File: config.mk
export PLATFORM = sky130hd
export DESIGN_NAME = skcx_exec
export DESIGN_NICKNAME = d
export VERILOG_FILES = /design/src/verilog/skcx_unused.sv /design/src/verilog/skcx_pkg.sv /design/src/verilog/skcx_exec.sv
export SDC_FILE = /design/constraint.sdc
export NUM_CORES = 1
export LEC_CHECK = 0
export ABC_AREA = 0
export BUFFER_PORTS_ARGS = -buffer_cell sky130_fd_sc_hd__buf_2
export CAP_MARGIN = 20
export CELL_PAD_IN_SITES_DETAIL_PLACEMENT = 0
export CELL_PAD_IN_SITES_GLOBAL_PLACEMENT = 1
export CORE_ASPECT_RATIO = 0.7
export CORE_MARGIN = 4
export CORE_UTILIZATION = 27
export CTS_CLUSTER_DIAMETER = 120
export DETAILED_ROUTE_END_ITERATION = 10
export PLACE_DENSITY_LB_ADDON = 0.1
export SYNTH_ARGS = -nofsm -noshare
export SYNTH_HDL_FRONTEND = slang
export SYNTH_SLANG_ARGS = --single-unit
File: constraint.sdc
create_clock -name clk -period 1.92 [get_ports clk]
set_input_delay 0.096 -clock clk [delete_from_list [all_inputs] [get_ports clk]]
set_output_delay 0.096 -clock clk [all_outputs]
set_load 0.03 [all_outputs]
File: src/verilog/skcx_unused.sv
`timescale 1ns/1ns
File: src/verilog/skcx_pkg.sv
package skcx_pkg;
    // Opcode bytes
    localparam logic [7:0] OP_PREFIX = 8'h48;
    localparam logic [7:0] OP_NOP = 8'h00;
    localparam logic [7:0] OP_EI = 8'hAA;
    localparam logic [7:0] OP_DI = 8'hBA;
    localparam logic [7:0] OP2_HALT = 8'h3B;
    localparam logic [7:0] OP2_STOP = 8'hBB;
    localparam logic [2:0] OP2_SKN_HI = 3'h3;
    localparam logic [2:0] OP2_SKIP_IF_REQUEST_SET_HI = 3'h2;
    localparam logic [2:0] OP2_SKIP_IF_REQUEST_CLEAR_HI = 3'h3;
    // Arithmetic flag select codes
    localparam logic [2:0] FSEL_CY = 3'h2;
    localparam logic [2:0] FSEL_HC = 3'h3;
    localparam logic [2:0] FSEL_Z = 3'h4;
    // Request flag codes
    localparam int IRF_NUM = 21;
    localparam logic [4:0] IRF_NMI = 5'h00;
    localparam logic [4:0] IRF_LO_MAX = 5'h0C;
    localparam logic [4:0] IRF_HI_MIN = 5'h10;
    localparam logic [4:0] IRF_HI_MAX = 5'h14;
    // Lengths and state counts
    localparam logic [1:0] LEN_1 = 2'd1;
    localparam logic [1:0] LEN_2 = 2'd2;
    localparam logic [4:0] ST_CTRL = 5'd4;
    localparam logic [4:0] ST_SKIP = 5'd8;
    localparam logic [4:0] ST_PWR = 5'd12;
    localparam logic [1:0] CLKS_PER_STATE = 2'd3;
    // Status byte layout
    localparam int PSW_Z = 6;
    localparam int PSW_SK = 5;
    localparam int PSW_HC = 4;
    localparam int PSW_L1 = 3;
    localparam int PSW_L0 = 2;
    localparam int PSW_CY = 0;
    // Register map
    localparam logic [11:0] REG_CTRL = 12'h000;
    localparam logic [11:0] REG_STATUS = 12'h004;
    localparam int CTRL_STACK_EN = 0;
    localparam int CTRL_WAKE = 1;
    localparam logic [31:0] CTRL_RESET = 32'h0000_0001;

    typedef enum logic [3:0] {
        SKCX_K_OTHER = 4'b0001,
        SKCX_K_SKIP = 4'b0010,
        SKCX_K_CTRL = 4'b0100,
        SKCX_K_PWR = 4'b1000
    } skcx_kind_t;

    typedef struct packed {
        logic valid;
        logic [7:0] op0;
        logic [7:0] op1;
        logic [1:0] len;
        logic [4:0] states;
        logic ldi_a;
        logic ldi_b;
        logic other_skip;
    } skcx_req_t;

    typedef struct packed {
        logic done;
        logic [1:0] pc_adv;
        logic skipped;
        logic suppressed;
    } skcx_rsp_t;

    typedef struct packed {
        skcx_kind_t kind;
        logic [1:0] len;
        logic [4:0] states;
    } skcx_dec_t;
endpackage : skcx_pkg

File: src/verilog/skcx_exec.sv
`timescale 1ns/1ns
module skcx_exec (
    input wire logic clk,
    input wire logic rstn,
    input wire skcx_pkg::skcx_req_t req,
    input wire logic carry_flag,
    input wire logic half_carry_flag,
    input wire logic zero_flag,
    input wire logic [skcx_pkg::IRF_NUM-1:0] irf_flags,
    input wire logic int_entry,
    input wire logic reti_valid,
    input wire logic [7:0] reti_status_byte,
    input wire logic wake,
    input wire logic psel,
    input wire logic penable,
    input wire logic pwrite,
    input wire logic [11:0] paddr,
    input wire logic [31:0] pwdata,
    output logic pready,
    output logic [31:0] prdata,
    output logic pslverr,
    output logic req_ready,
    output skcx_pkg::skcx_rsp_t rsp,
    output logic [skcx_pkg::IRF_NUM-1:0] irf_clr,
    output logic [7:0] status_byte,
    output logic skip_pending_flag,
    output logic group_a_seq_flag,
    output logic group_b_seq_flag,
    output logic maskable_int_ok,
    output logic nmi_int_ok,
    output logic halt_mode,
    output logic stop_mode
);
    typedef enum logic [1:0] {
        SKCX_S_IDLE = 2'b01,
        SKCX_S_RUN = 2'b10
    } skcx_state_t;

    function automatic skcx_pkg::skcx_dec_t skcx_decode(input skcx_pkg::skcx_req_t r);
        skcx_pkg::skcx_dec_t d;
        d.kind = skcx_pkg::SKCX_K_OTHER;
        d.len = r.len;
        d.states = r.states;
        if (r.op0 == skcx_pkg::OP_NOP || r.op0 == skcx_pkg::OP_EI || r.op0 == skcx_pkg::OP_DI) begin
            d.kind = skcx_pkg::SKCX_K_CTRL;
            d.len = skcx_pkg::LEN_1;
            d.states = skcx_pkg::ST_CTRL;
        end else if (r.op0 == skcx_pkg::OP_PREFIX) begin
            if (r.op1 == skcx_pkg::OP2_HALT || r.op1 == skcx_pkg::OP2_STOP) begin
                d.kind = skcx_pkg::SKCX_K_PWR;
                d.len = skcx_pkg::LEN_2;
                d.states = skcx_pkg::ST_PWR;
            end else if (r.op1[7:3] == {2'b00, skcx_pkg::OP2_SKN_HI} ||
                         r.op1[7:5] == skcx_pkg::OP2_SKIP_IF_REQUEST_SET_HI ||
                         r.op1[7:5] == skcx_pkg::OP2_SKIP_IF_REQUEST_CLEAR_HI) begin
                d.kind = skcx_pkg::SKCX_K_SKIP;
                d.len = skcx_pkg::LEN_2;
                d.states = skcx_pkg::ST_SKIP;
            end
        end
        return d;
    endfunction : skcx_decode

    function automatic logic irf_code_ok(input logic [4:0] c);
        return (c <= skcx_pkg::IRF_LO_MAX) || (c >= skcx_pkg::IRF_HI_MIN && c <= skcx_pkg::IRF_HI_MAX);
    endfunction : irf_code_ok

    skcx_state_t state_r;
    logic [4:0] states_left_r;
    logic [1:0] div_r;
    logic state_tick;
    logic [31:0] ctrl_r;
    logic ie_r;
    logic ie_pend_r;
    logic ie_arm_r;
    logic [1:0] pwr_op_r;
    skcx_pkg::skcx_rsp_t rsp_nxt;
    skcx_pkg::skcx_dec_t dec;
    logic issue;
    logic is_skn;
    logic is_skip_if_request_set;
    logic is_skip_if_request_clear;
    logic [4:0] irf_code;
    logic irf_val;
    logic aflag_val;
    logic test_skip;
    logic suppress;
    logic [skcx_pkg::IRF_NUM-1:0] irf_clr_nxt;

    assign issue = req.valid && req_ready;
    assign dec = skcx_decode(req);
    assign is_skn = dec.kind == skcx_pkg::SKCX_K_SKIP && req.op1[7:5] == 3'b000;
    assign is_skip_if_request_set = dec.kind == skcx_pkg::SKCX_K_SKIP && req.op1[7:5] == skcx_pkg::OP2_SKIP_IF_REQUEST_SET_HI;
    assign is_skip_if_request_clear = dec.kind == skcx_pkg::SKCX_K_SKIP && req.op1[7:5] == skcx_pkg::OP2_SKIP_IF_REQUEST_CLEAR_HI;
    assign irf_code = req.op1[4:0];
    // Codes outside the documented ranges read as a clear flag
    assign irf_val = irf_code_ok(irf_code) && irf_flags[irf_code];
    assign state_tick = div_r == skcx_pkg::CLKS_PER_STATE - 2'd1;
    // A stacked load is idled only when it is not itself being skipped
    assign suppress = ctrl_r[skcx_pkg::CTRL_STACK_EN] && !skip_pending_flag &&
                      ((req.ldi_a && group_a_seq_flag) || (req.ldi_b && group_b_seq_flag));

    always_comb begin
        case (req.op1[2:0])
            skcx_pkg::FSEL_CY: aflag_val = carry_flag;
            skcx_pkg::FSEL_HC: aflag_val = half_carry_flag;
            skcx_pkg::FSEL_Z: aflag_val = zero_flag;
            default: aflag_val = 1'b1;
        endcase
    end

    always_comb begin
        test_skip = 1'b0;
        if (is_skn) begin
            test_skip = !aflag_val;
        end else if (is_skip_if_request_set) begin
            test_skip = irf_val;
        end else if (is_skip_if_request_clear) begin
            test_skip = !irf_val;
        end
    end

    always_comb begin
        irf_clr_nxt = '0;
        if (issue && !skip_pending_flag && (is_skip_if_request_set || is_skip_if_request_clear) && irf_val && irf_code != skcx_pkg::IRF_NMI) begin
            irf_clr_nxt[irf_code] = 1'b1;
        end
    end

    // Clocked state divider; runs only while an instruction executes
    always_ff @(posedge clk) begin
        if (!rstn || state_r != SKCX_S_RUN || state_tick) begin
            div_r <= '0;
        end else begin
            div_r <= div_r + 2'd1;
        end
    end

    always_ff @(posedge clk) begin
        if (!rstn) begin
            state_r <= SKCX_S_IDLE;
            states_left_r <= '0;
            req_ready <= 1'b0;
        end else begin
            case (state_r)
                SKCX_S_IDLE: begin
                    // Stay closed while a halt or stop is about to take hold
                    req_ready <= !(halt_mode || stop_mode ||
                                   (rsp.done && !rsp.skipped && pwr_op_r != 2'b00));
                    if (issue) begin
                        state_r <= SKCX_S_RUN;
                        states_left_r <= dec.states;
                        req_ready <= 1'b0;
                    end
                end
                SKCX_S_RUN: begin
                    if (state_tick) begin
                        states_left_r <= states_left_r - 5'd1;
                        if (states_left_r == 5'd1) begin
                            state_r <= SKCX_S_IDLE;
                        end
                    end
                end
                default: state_r <= SKCX_S_IDLE;
            endcase
        end
    end

    always_ff @(posedge clk) begin
        if (!rstn) begin
            rsp_nxt <= '0;
        end else if (issue) begin
            rsp_nxt.done <= 1'b0;
            rsp_nxt.pc_adv <= dec.len;
            rsp_nxt.skipped <= skip_pending_flag;
            rsp_nxt.suppressed <= suppress;
        end
    end

    always_ff @(posedge clk) begin
        if (!rstn) begin
            rsp <= '0;
        end else begin
            rsp <= rsp_nxt;
            rsp.done <= state_r == SKCX_S_RUN && state_tick && states_left_r == 5'd1;
        end
    end

    always_ff @(posedge clk) begin
        if (!rstn) begin
            irf_clr <= '0;
        end else begin
            irf_clr <= irf_clr_nxt;
        end
    end

    // Skip and sequence flags
    always_ff @(posedge clk) begin
        if (!rstn) begin
            skip_pending_flag <= 1'b0;
            group_a_seq_flag <= 1'b0;
            group_b_seq_flag <= 1'b0;
        end else if (reti_valid) begin
            skip_pending_flag <= reti_status_byte[skcx_pkg::PSW_SK];
            group_a_seq_flag <= reti_status_byte[skcx_pkg::PSW_L1];
            group_b_seq_flag <= reti_status_byte[skcx_pkg::PSW_L0];
        end else if (issue) begin
            if (skip_pending_flag) begin
                skip_pending_flag <= 1'b0;
                group_a_seq_flag <= 1'b0;
                group_b_seq_flag <= 1'b0;
            end else if (dec.kind == skcx_pkg::SKCX_K_SKIP) begin
                skip_pending_flag <= test_skip;
                group_a_seq_flag <= 1'b0;
                group_b_seq_flag <= 1'b0;
            end else if (dec.kind == skcx_pkg::SKCX_K_OTHER) begin
                skip_pending_flag <= req.other_skip && !suppress;
                group_a_seq_flag <= req.ldi_a;
                group_b_seq_flag <= req.ldi_b;
            end else begin
                skip_pending_flag <= 1'b0;
                group_a_seq_flag <= 1'b0;
                group_b_seq_flag <= 1'b0;
            end
        end
    end

    // Snapshot for the stack push; interrupts stay open during stacked runs
    always_ff @(posedge clk) begin
        if (!rstn) begin
            status_byte <= '0;
        end else if (int_entry) begin
            status_byte <= '0;
            status_byte[skcx_pkg::PSW_Z] <= zero_flag;
            status_byte[skcx_pkg::PSW_SK] <= skip_pending_flag;
            status_byte[skcx_pkg::PSW_HC] <= half_carry_flag;
            status_byte[skcx_pkg::PSW_L1] <= group_a_seq_flag;
            status_byte[skcx_pkg::PSW_L0] <= group_b_seq_flag;
            status_byte[skcx_pkg::PSW_CY] <= carry_flag;
        end
    end

    // Interrupt enable; a skipped enable or disable changes nothing
    always_ff @(posedge clk) begin
        if (!rstn) begin
            ie_r <= 1'b0;
            ie_pend_r <= 1'b0;
            ie_arm_r <= 1'b0;
        end else if (issue && !skip_pending_flag && req.op0 == skcx_pkg::OP_DI) begin
            ie_r <= 1'b0;
            ie_pend_r <= 1'b0;
            ie_arm_r <= 1'b0;
        end else if (issue && !skip_pending_flag && req.op0 == skcx_pkg::OP_EI) begin
            ie_pend_r <= 1'b1;
        end else if (issue && ie_pend_r) begin
            // The instruction after the enable must finish first
            ie_pend_r <= 1'b0;
            ie_arm_r <= 1'b1;
        end else if (rsp.done && ie_arm_r) begin
            ie_arm_r <= 1'b0;
            ie_r <= 1'b1;
        end
    end

    always_ff @(posedge clk) begin
        if (!rstn) begin
            maskable_int_ok <= 1'b0;
            nmi_int_ok <= 1'b0;
        end else begin
            // A disable taken in this cycle must close the window at once
            maskable_int_ok <= ie_r && !(issue && !skip_pending_flag && req.op0 == skcx_pkg::OP_DI);
            nmi_int_ok <= 1'b1;
        end
    end

    // Power modes
    always_ff @(posedge clk) begin
        if (!rstn) begin
            halt_mode <= 1'b0;
            stop_mode <= 1'b0;
        end else if (wake || (psel && penable && pwrite && paddr == skcx_pkg::REG_CTRL &&
                     pwdata[skcx_pkg::CTRL_WAKE])) begin
            halt_mode <= 1'b0;
            stop_mode <= 1'b0;
        end else if (rsp.done && !rsp.skipped && rsp_nxt.pc_adv == skcx_pkg::LEN_2 && pwr_op_r != 2'b00) begin
            halt_mode <= pwr_op_r[0];
            stop_mode <= pwr_op_r[1];
        end
    end

    always_ff @(posedge clk) begin
        if (!rstn) begin
            pwr_op_r <= 2'b00;
        end else if (issue) begin
            pwr_op_r <= '0;
            if (dec.kind == skcx_pkg::SKCX_K_PWR && !skip_pending_flag) begin
                pwr_op_r <= {req.op1 == skcx_pkg::OP2_STOP, req.op1 == skcx_pkg::OP2_HALT};
            end
        end
    end

    // APB slave, no wait states: answer in the access cycle
    always_ff @(posedge clk) begin
        if (!rstn) begin
            ctrl_r <= skcx_pkg::CTRL_RESET;
        end else if (psel && penable && pwrite && paddr == skcx_pkg::REG_CTRL) begin
            ctrl_r <= '0;
            ctrl_r[skcx_pkg::CTRL_STACK_EN] <= pwdata[skcx_pkg::CTRL_STACK_EN];
        end
    end

    always_ff @(posedge clk) begin
        if (!rstn) begin
            pready <= 1'b0;
            prdata <= '0;
            pslverr <= 1'b0;
        end else begin
            pready <= psel && !penable;
            pslverr <= psel && !penable && paddr != skcx_pkg::REG_CTRL && paddr != skcx_pkg::REG_STATUS;
            prdata <= '0;
            if (psel && !penable && !pwrite && paddr == skcx_pkg::REG_CTRL) begin
                prdata <= ctrl_r;
            end else if (psel && !penable && !pwrite && paddr == skcx_pkg::REG_STATUS) begin
                prdata <= {24'h00_0000, state_r == SKCX_S_RUN, stop_mode, halt_mode, ie_pend_r, ie_r,
                           group_b_seq_flag, group_a_seq_flag, skip_pending_flag};
            end
        end
    end
endmodule : skcx_exec

==> results of run 1 <==
synth_stat cells (2+ instances only):
cell type	count	area, um2
a211o_1	2	17.5
nand4_1	4	25.0
nor2b_1	7	43.8
nor2_1	35	131
nand3_1	6	30.0
o211ai_1	3	22.5
a32oi_1	2	17.5
nor4b_1	2	17.5
ha_1	3	37.5
mux2_2	2	22.5
nor3_1	19	95.1
a2111oi_0	2	17.5
clkbuf_1	13	48.8
and2_1	8	50.1
buf_1	2	7.51
nor3b_1	3	22.5
a22oi_1	2	15.0
nor4_1	15	93.8
nand2_1	27	101
nand2b_1	4	25.0
a211oi_1	2	15.0
or4_1	3	22.5
a31oi_1	4	25.0
dfxtp_1	69	1380
mux2i_1	17	170
inv_1	9	33.8
a21oi_1	13	65.1
o21ai_0	10	50.1
buf_4	28	210
nand4b_1	3	26.3
and3_1	10	62.6
sequential cells by signal, summed over array words and instances (netlist names), 2 cells and up:
signal         cells
irf_clr           21
prdata             8
status_byte        6
rsp                5
states_left_r      5
rsp_nxt            4
div_r              2
pwr_op_r           2
state_r            2
report_power, final:
part           internal, mW  switching [mW]  leakage [nW]
clock network          1.26           0.627         0.162
logic                 0.185           0.310          1.32
registers              1.47          0.0202         0.561
total                  2.91           0.956          2.04
layer usage:
metal	vias up	GRT usage
li1	1508	-
met1	1349	0.199
met2	95	0.203
met3	10	0.0479
met4	0	0.0449
met5	-	0
tightest hold or removal path, delay by kind of cell:
kind,cells,cell delay (ns)
buffers and inverters,1,0.09
multiplexers,1,0.06
AND/OR/NAND/NOR,1,0.07
timing repair:
item,CTS,global route
setup endpoints to repair,0,3
hold buffers,2,0
endpoints found under the hold margin,2,0
gates resized for setup,0,3
layout make-up:
cell class                      count  area, um2
Clock buffer                        9        225
Clock inverter                      6        111
Fill cell                        1175       6760
Inverter                           10       37.5
Multi-Input combinational cell    258       1580
Sequential cell                    69       1380
Tap cell                          153        191
Timing Repair Buffer              157        887
metrics by stage:
step,power (mW),hold slack (ns),instance area [um2]
6_report,3.87,0.0224,4410
5_1_grt,4.03,0.0439,4410
3_5_place_dp,2.00,0.297,4040
3_3_place_gp,2.00,0.301,4040
2_1_floorplan,1.85,0.124,3280
4_1_cts,3.92,0.00660,4400
kinds of logic (layout without fill, tap and decap cells):
logic type / Yosys count / in the layout / synth area share
AND/OR/NAND/NOR: 154 / 154 / 0.265
XOR/XNOR: 1 / 1 / 0.00280
adder cells (fa/ha/maj): 3 / 3 / 0.0120
buffers and inverters: 55 / 182 / 0.102
other: 1 / 30 / 0.00120
AO/OA/AOI/OAI: 49 / 49 / 0.103
multiplexers: 21 / 21 / 0.0724
flip-flops: 69 / 69 / 0.442
final timing paths:
kind	startpoint	end	slack (ns)	cells after the start
worst max-delay path	req[10]	irf_clr[8]	0.17	9
worst min-delay path	carry_flag	status_byte[0]	0.02	3
worst max register to register	skip_pending_flag	irf_clr[8]	0.23	5
worst min register to register	div_r[0]	div_r[0]	0.43	1
==> impl_metrics.py, run 1 <==
metrics = {
    "run_status": {
        "outcome": "completed",
    },
    "cells_and_area": {
        "final_nets": 619,
        "final_cells": 662,
        "drive_gt1_frac": 0.363,
        "diodes": 0,
        "layout_commonest_cell": "buf_2",
        "layout_common_cells": "buf_2 (125), dfxtp_1 (69), nor2_1 (35)",
        "area_growth_pct": 41.0,
        "final_util": 0.395,
    },
    "grt": {
        "grt_overflow_total": 0,
        "antenna_found_initial": 0,
        "grt_pass1_wl_um": 14800,
        "grt_pass1_vias": 2881,
        "grt.total_usage": 0.141,
        "grt_max_degree": 27,
    },
    "synth": {
        "ys_ff_latch": 69,
        "synthCells": 353,
        "synth.distinct_cells": 55,
        "synth-main-ff-cell": "dfxtp_1",
        "synth_edf_count": 0,
        "synth-seq-area-share": 0.442,
        "syn-mean-instance-area_um2": 8.86,
        "synthArstFlopShare": 0,
        "ys_warn_count": 0,
        "synthesis.area_mm2": 0.00313,
    },
    "routing": {
        "wl_met3_um": 715,
        "routed.top_layer": "met4",
        "antenna_left": 0,
        "drc": 0,
        "drtPass1Iterations": 4,
        "routed_wl_um": 9570,
        "routed-wl-met2_um": 3970,
        "wire_per_inst_um": 14.5,
        "viasPerCell": 4.47,
        "met1Wirelength_um": 4770,
        "drtIter0Drc": 101,
        "vias": 2962,
    },
    "timing": {
        "worstMarginPinSlew_ns": 0.490,
        "setup_tns_ns": 0,
        "max_freq_mhz": 571,
        "fin_crit_ns": 1.75,
        "rsz0062_at_grt": "false",
        "finalMaxSlewViolations": 0,
        "finalHoldViolCount": 0,
        "fin_ws_ns": 0.169,
        "finClkSkew_ns": 0.00582,
        "finalCritPeriodShare": 0.912,
        "slew_headroom": 0.670,
        "setup_viol": 0,
    },
    "setup_path": {
        "crit_family": "simple AND/OR/NAND/NOR gates",
        "crit_path_cell_trace": "buf_2 -> buf_4 -> mux2_2 -> nor4b_1 -> nor3_1 -> a32oi_1 -> or4_1 -> buf_6 -> nor4_1",
        "cp-start-kind": "primary input",
        "worst_setup_path_end_kind": "flop",
        "worstPathBufferInverterCount": 3,
        "worstPathMaxFanout": 12,
        "cp.arrival_ns": 1.98,
        "cp.required_ns": 2.15,
        "critPathMaxStageDelay_ns": 0.53,
        "cpMaxStageDelayCell": "or4_1",
        "crit_type": "in -> reg",
    },
    "clock_network": {
        "cts_tree": "built",
        "clock_sinks": 69,
        "cts.path.max_buffers": 2,
        "cts_max_level": 3,
        "post-cts-setup-buffers": 0,
        "cts.clk_slew.worst_paths_ns": 0.05,
        "clock_latency_ns": 0.33,
        "cts_root_buf": "clkbuf_16",
        "cts_buffers": 9,
    },
    "die": {
        "rows": 32,
        "core_mm2": 0.0112,
        "die-area_mm2": 0.0134,
        "chipHeight_um": 98.1,
        "start_util": 0.280,
        "die_w_um": 137,
        "io_pins": 187,
    },
    "place": {
        "io_buffers": 125,
        "dp.cells": 645,
        "pre_cts_ws_ns": -0.189,
        "post-dp-hpwl_um": 7430,
        "gp_congestion": 0.800,
    },
    "flow_run": {
        "max_cap_viol_count": 0,
    },
    "power_and_ir_drop": {
        "max-vdd-ir-drop_uv": 406,
        "powerDensity_mw_per_mm2": 877,
        "p_leak_nw": 2.04,
    },
    "worst_hold_path": {
        "worstHoldPathType": "in -> reg",
    },
}
Power figures use the tool's default switching activity.
==> run 2: changes to the inputs <==
- CORE_ASPECT_RATIO: 0.7 -> not set
==> run 2 against run 1 <==
  * Clock power shrank 17%
  * Maximum frequency shrank 0.73%
  * Design area shrank 2.8%
  * Global-route usage shrank 0.45 points
  * Critical path type is now reg -> reg
  * Via count shrank 0.27%
  * Cell count shrank 2.3%
==> impl_metrics.py, run 2 (same netlist as run 1, synthesis figures left out) <==
metrics = {
    "run_status": {
        "outcome": "completed",
    },
    "power_and_ir_drop": {
        "p_leak_nw": 1.97,
        "max-vdd-ir-drop_uv": 368,
        "powerDensity_mw_per_mm2": 822,
    },
    "cells_and_area": {
        "top_register": "irf_clr",
        "final_util": 0.377,
        "largest_reg_flops": 21,
        "diodes": 0,
        "design_area_mm2": 0.00429,
        "drive_gt1_frac": 0.355,
        "layout_common_cells": "buf_2 (125), dfxtp_1 (69), nor2_1 (35)",
        "reg_top3": "irf_clr (21), prdata (8), status_byte (6)",
        "area_growth_pct": 37.0,
        "final_nets": 613,
        "layout_commonest_cell": "buf_2",
    },
    "setup_path": {
        "r2r_end": "irf_clr[5]",
        "worstPathMaxFanout": 17,
        "worst_setup_path_end_kind": "flop",
        "crit-reg2reg-launch": "req_ready",
        "crit_family": "simple AND/OR/NAND/NOR gates",
        "cp.required_ns": 2.16,
        "crit_cells": 5,
        "critPathMaxStageDelay_ns": 0.50,
        "worstPathBufferInverterCount": 1,
        "cp-start-kind": "flop",
        "crit_type": "reg -> reg",
        "cp.arrival_ns": 2.00,
        "cpMaxStageDelayCell": "or4_1",
        "crit_path_cell_trace": "and2_1 -> nand4_1 -> or4_1 -> buf_4 -> nor4_1",
        "reg2regPathDepth": 5,
        "reg2reg_setup_slack_ns": 0.16,
    },
    "grt": {
        "grt_pass1_vias": 2800,
        "antenna_found_initial": 0,
        "grt.total_usage": 0.137,
        "grt_pass1_wl_um": 14200,
        "grt_max_degree": 26,
        "grt_overflow_total": 0,
    },
    "clock_network": {
        "cts.clk_slew.worst_paths_ns": 0.06,
        "cts_root_buf": "clkbuf_16",
        "cts_tree": "built",
        "clock_sinks": 69,
        "post-cts-setup-buffers": 0,
        "cts_max_level": 3,
        "cts.path.max_buffers": 2,
        "clock_latency_ns": 0.33,
        "cts_buffers": 9,
    },
    "timing": {
        "setup_viol": 0,
        "worstMarginPinSlew_ns": 0.514,
        "fin_crit_ns": 1.76,
        "finClkSkew_ns": 0.00497,
        "finalHoldViolCount": 0,
        "finalMaxSlewViolations": 0,
        "slew_headroom": 0.654,
        "finalCritPeriodShare": 0.919,
        "max_freq_mhz": 567,
        "rsz0062_at_grt": "false",
    },
    "routing": {
        "drtPass1Iterations": 4,
        "viasPerCell": 4.57,
        "routed_wl_um": 9320,
        "wire_per_inst_um": 14.4,
        "drc": 0,
        "vias": 2954,
        "antenna_left": 0,
        "drtIter0Drc": 134,
    },
    "die": {
        "core_mm2": 0.0114,
        "io_pins": 187,
        "die_w_um": 116,
        "start_util": 0.275,
        "rows": 39,
        "chipHeight_um": 116,
        "die-area_mm2": 0.0134,
    },
    "flow_run": {
        "max_cap_viol_count": 0,
    },
    "place": {
        "gp_congestion": 0.763,
        "post-dp-hpwl_um": 7270,
        "placed_area_mm2": 0.00397,
        "io_buffers": 125,
    },
    "worst_hold_path": {
        "worstHoldPathType": "in -> reg",
        "hold_start": "req[3]",
        "hold_depth": 3,
        "min_to": "states_left_r[0]",
    },
}
## run 2: power by group
group          total (mW)  switching [mW]  leakage, nW  internal, mW
Clock                1.56           0.643        0.131         0.915
Combinational       0.476           0.299         1.28         0.176
Sequential           1.49          0.0233        0.561          1.47
## run 2: cell type report
class / count / area (um2)
Fill cell: 1218 / 7080
Multi-Input combinational cell: 258 / 1570
Sequential cell: 69 / 1380
Timing Repair Buffer: 151 / 830
Clock buffer: 10 / 239
Tap cell: 143 / 179
Clock inverter: 6 / 48.8
Inverter: 10 / 37.5
## run 2: tightest hold or removal path: stages
cell	delay (ns)
buf_2	0.10
nand3_1	0.05
a21oi_1	0.06
## run 2: how the worst max path moves through the flow
stage	from	to	slack, ns
4_1_cts	req_ready	irf_clr[8]	0.12
3_5_place_dp	req[10]	irf_clr[8]	-0.19
3_3_place_gp	req[10]	irf_clr[5]	-0.15
6_report	req_ready	irf_clr[5]	0.16
2_1_floorplan	req[10]	irf_clr[3]	-0.03
5_1_grt	req_ready	irf_clr[9]	0.01
## run 2: timing repair
action / in CTS / in global routing
hold buffers: 2 / 0
endpoints found under the setup margin: 0 / 1
gates resized for setup: 0 / 2
endpoints found under the hold margin: 2 / 0
## run 2: per-stage QoR
stage | hold slack [ns] | power, mW | setup WS [ns] | TNS, ns | instances
finish | 0.0208 | 3.52 | 0.156 | 0 | 647
global route | 0.0264 | 3.68 | 0.0113 | 0 | 647
CTS | 0.00835 | 3.58 | 0.124 | 0 | 647
detailed placement | 0.303 | 1.99 | -0.187 | -2.30 | 629
global placement | 0.301 | 1.99 | -0.150 | -1.93 | 629
floorplan | 0.124 | 1.85 | -0.0344 | -0.0867 | 382
## run 2: routing by layer
metal / vias up / global-route usage / wire [um]
li1: 1494 / - / -
met1: 1340 / 0.182 / 4380
met2: 108 / 0.215 / 4060
met3: 12 / 0.0345 / 747
met4: 0 / 0.0510 / 132
met5: - / 0 / 0
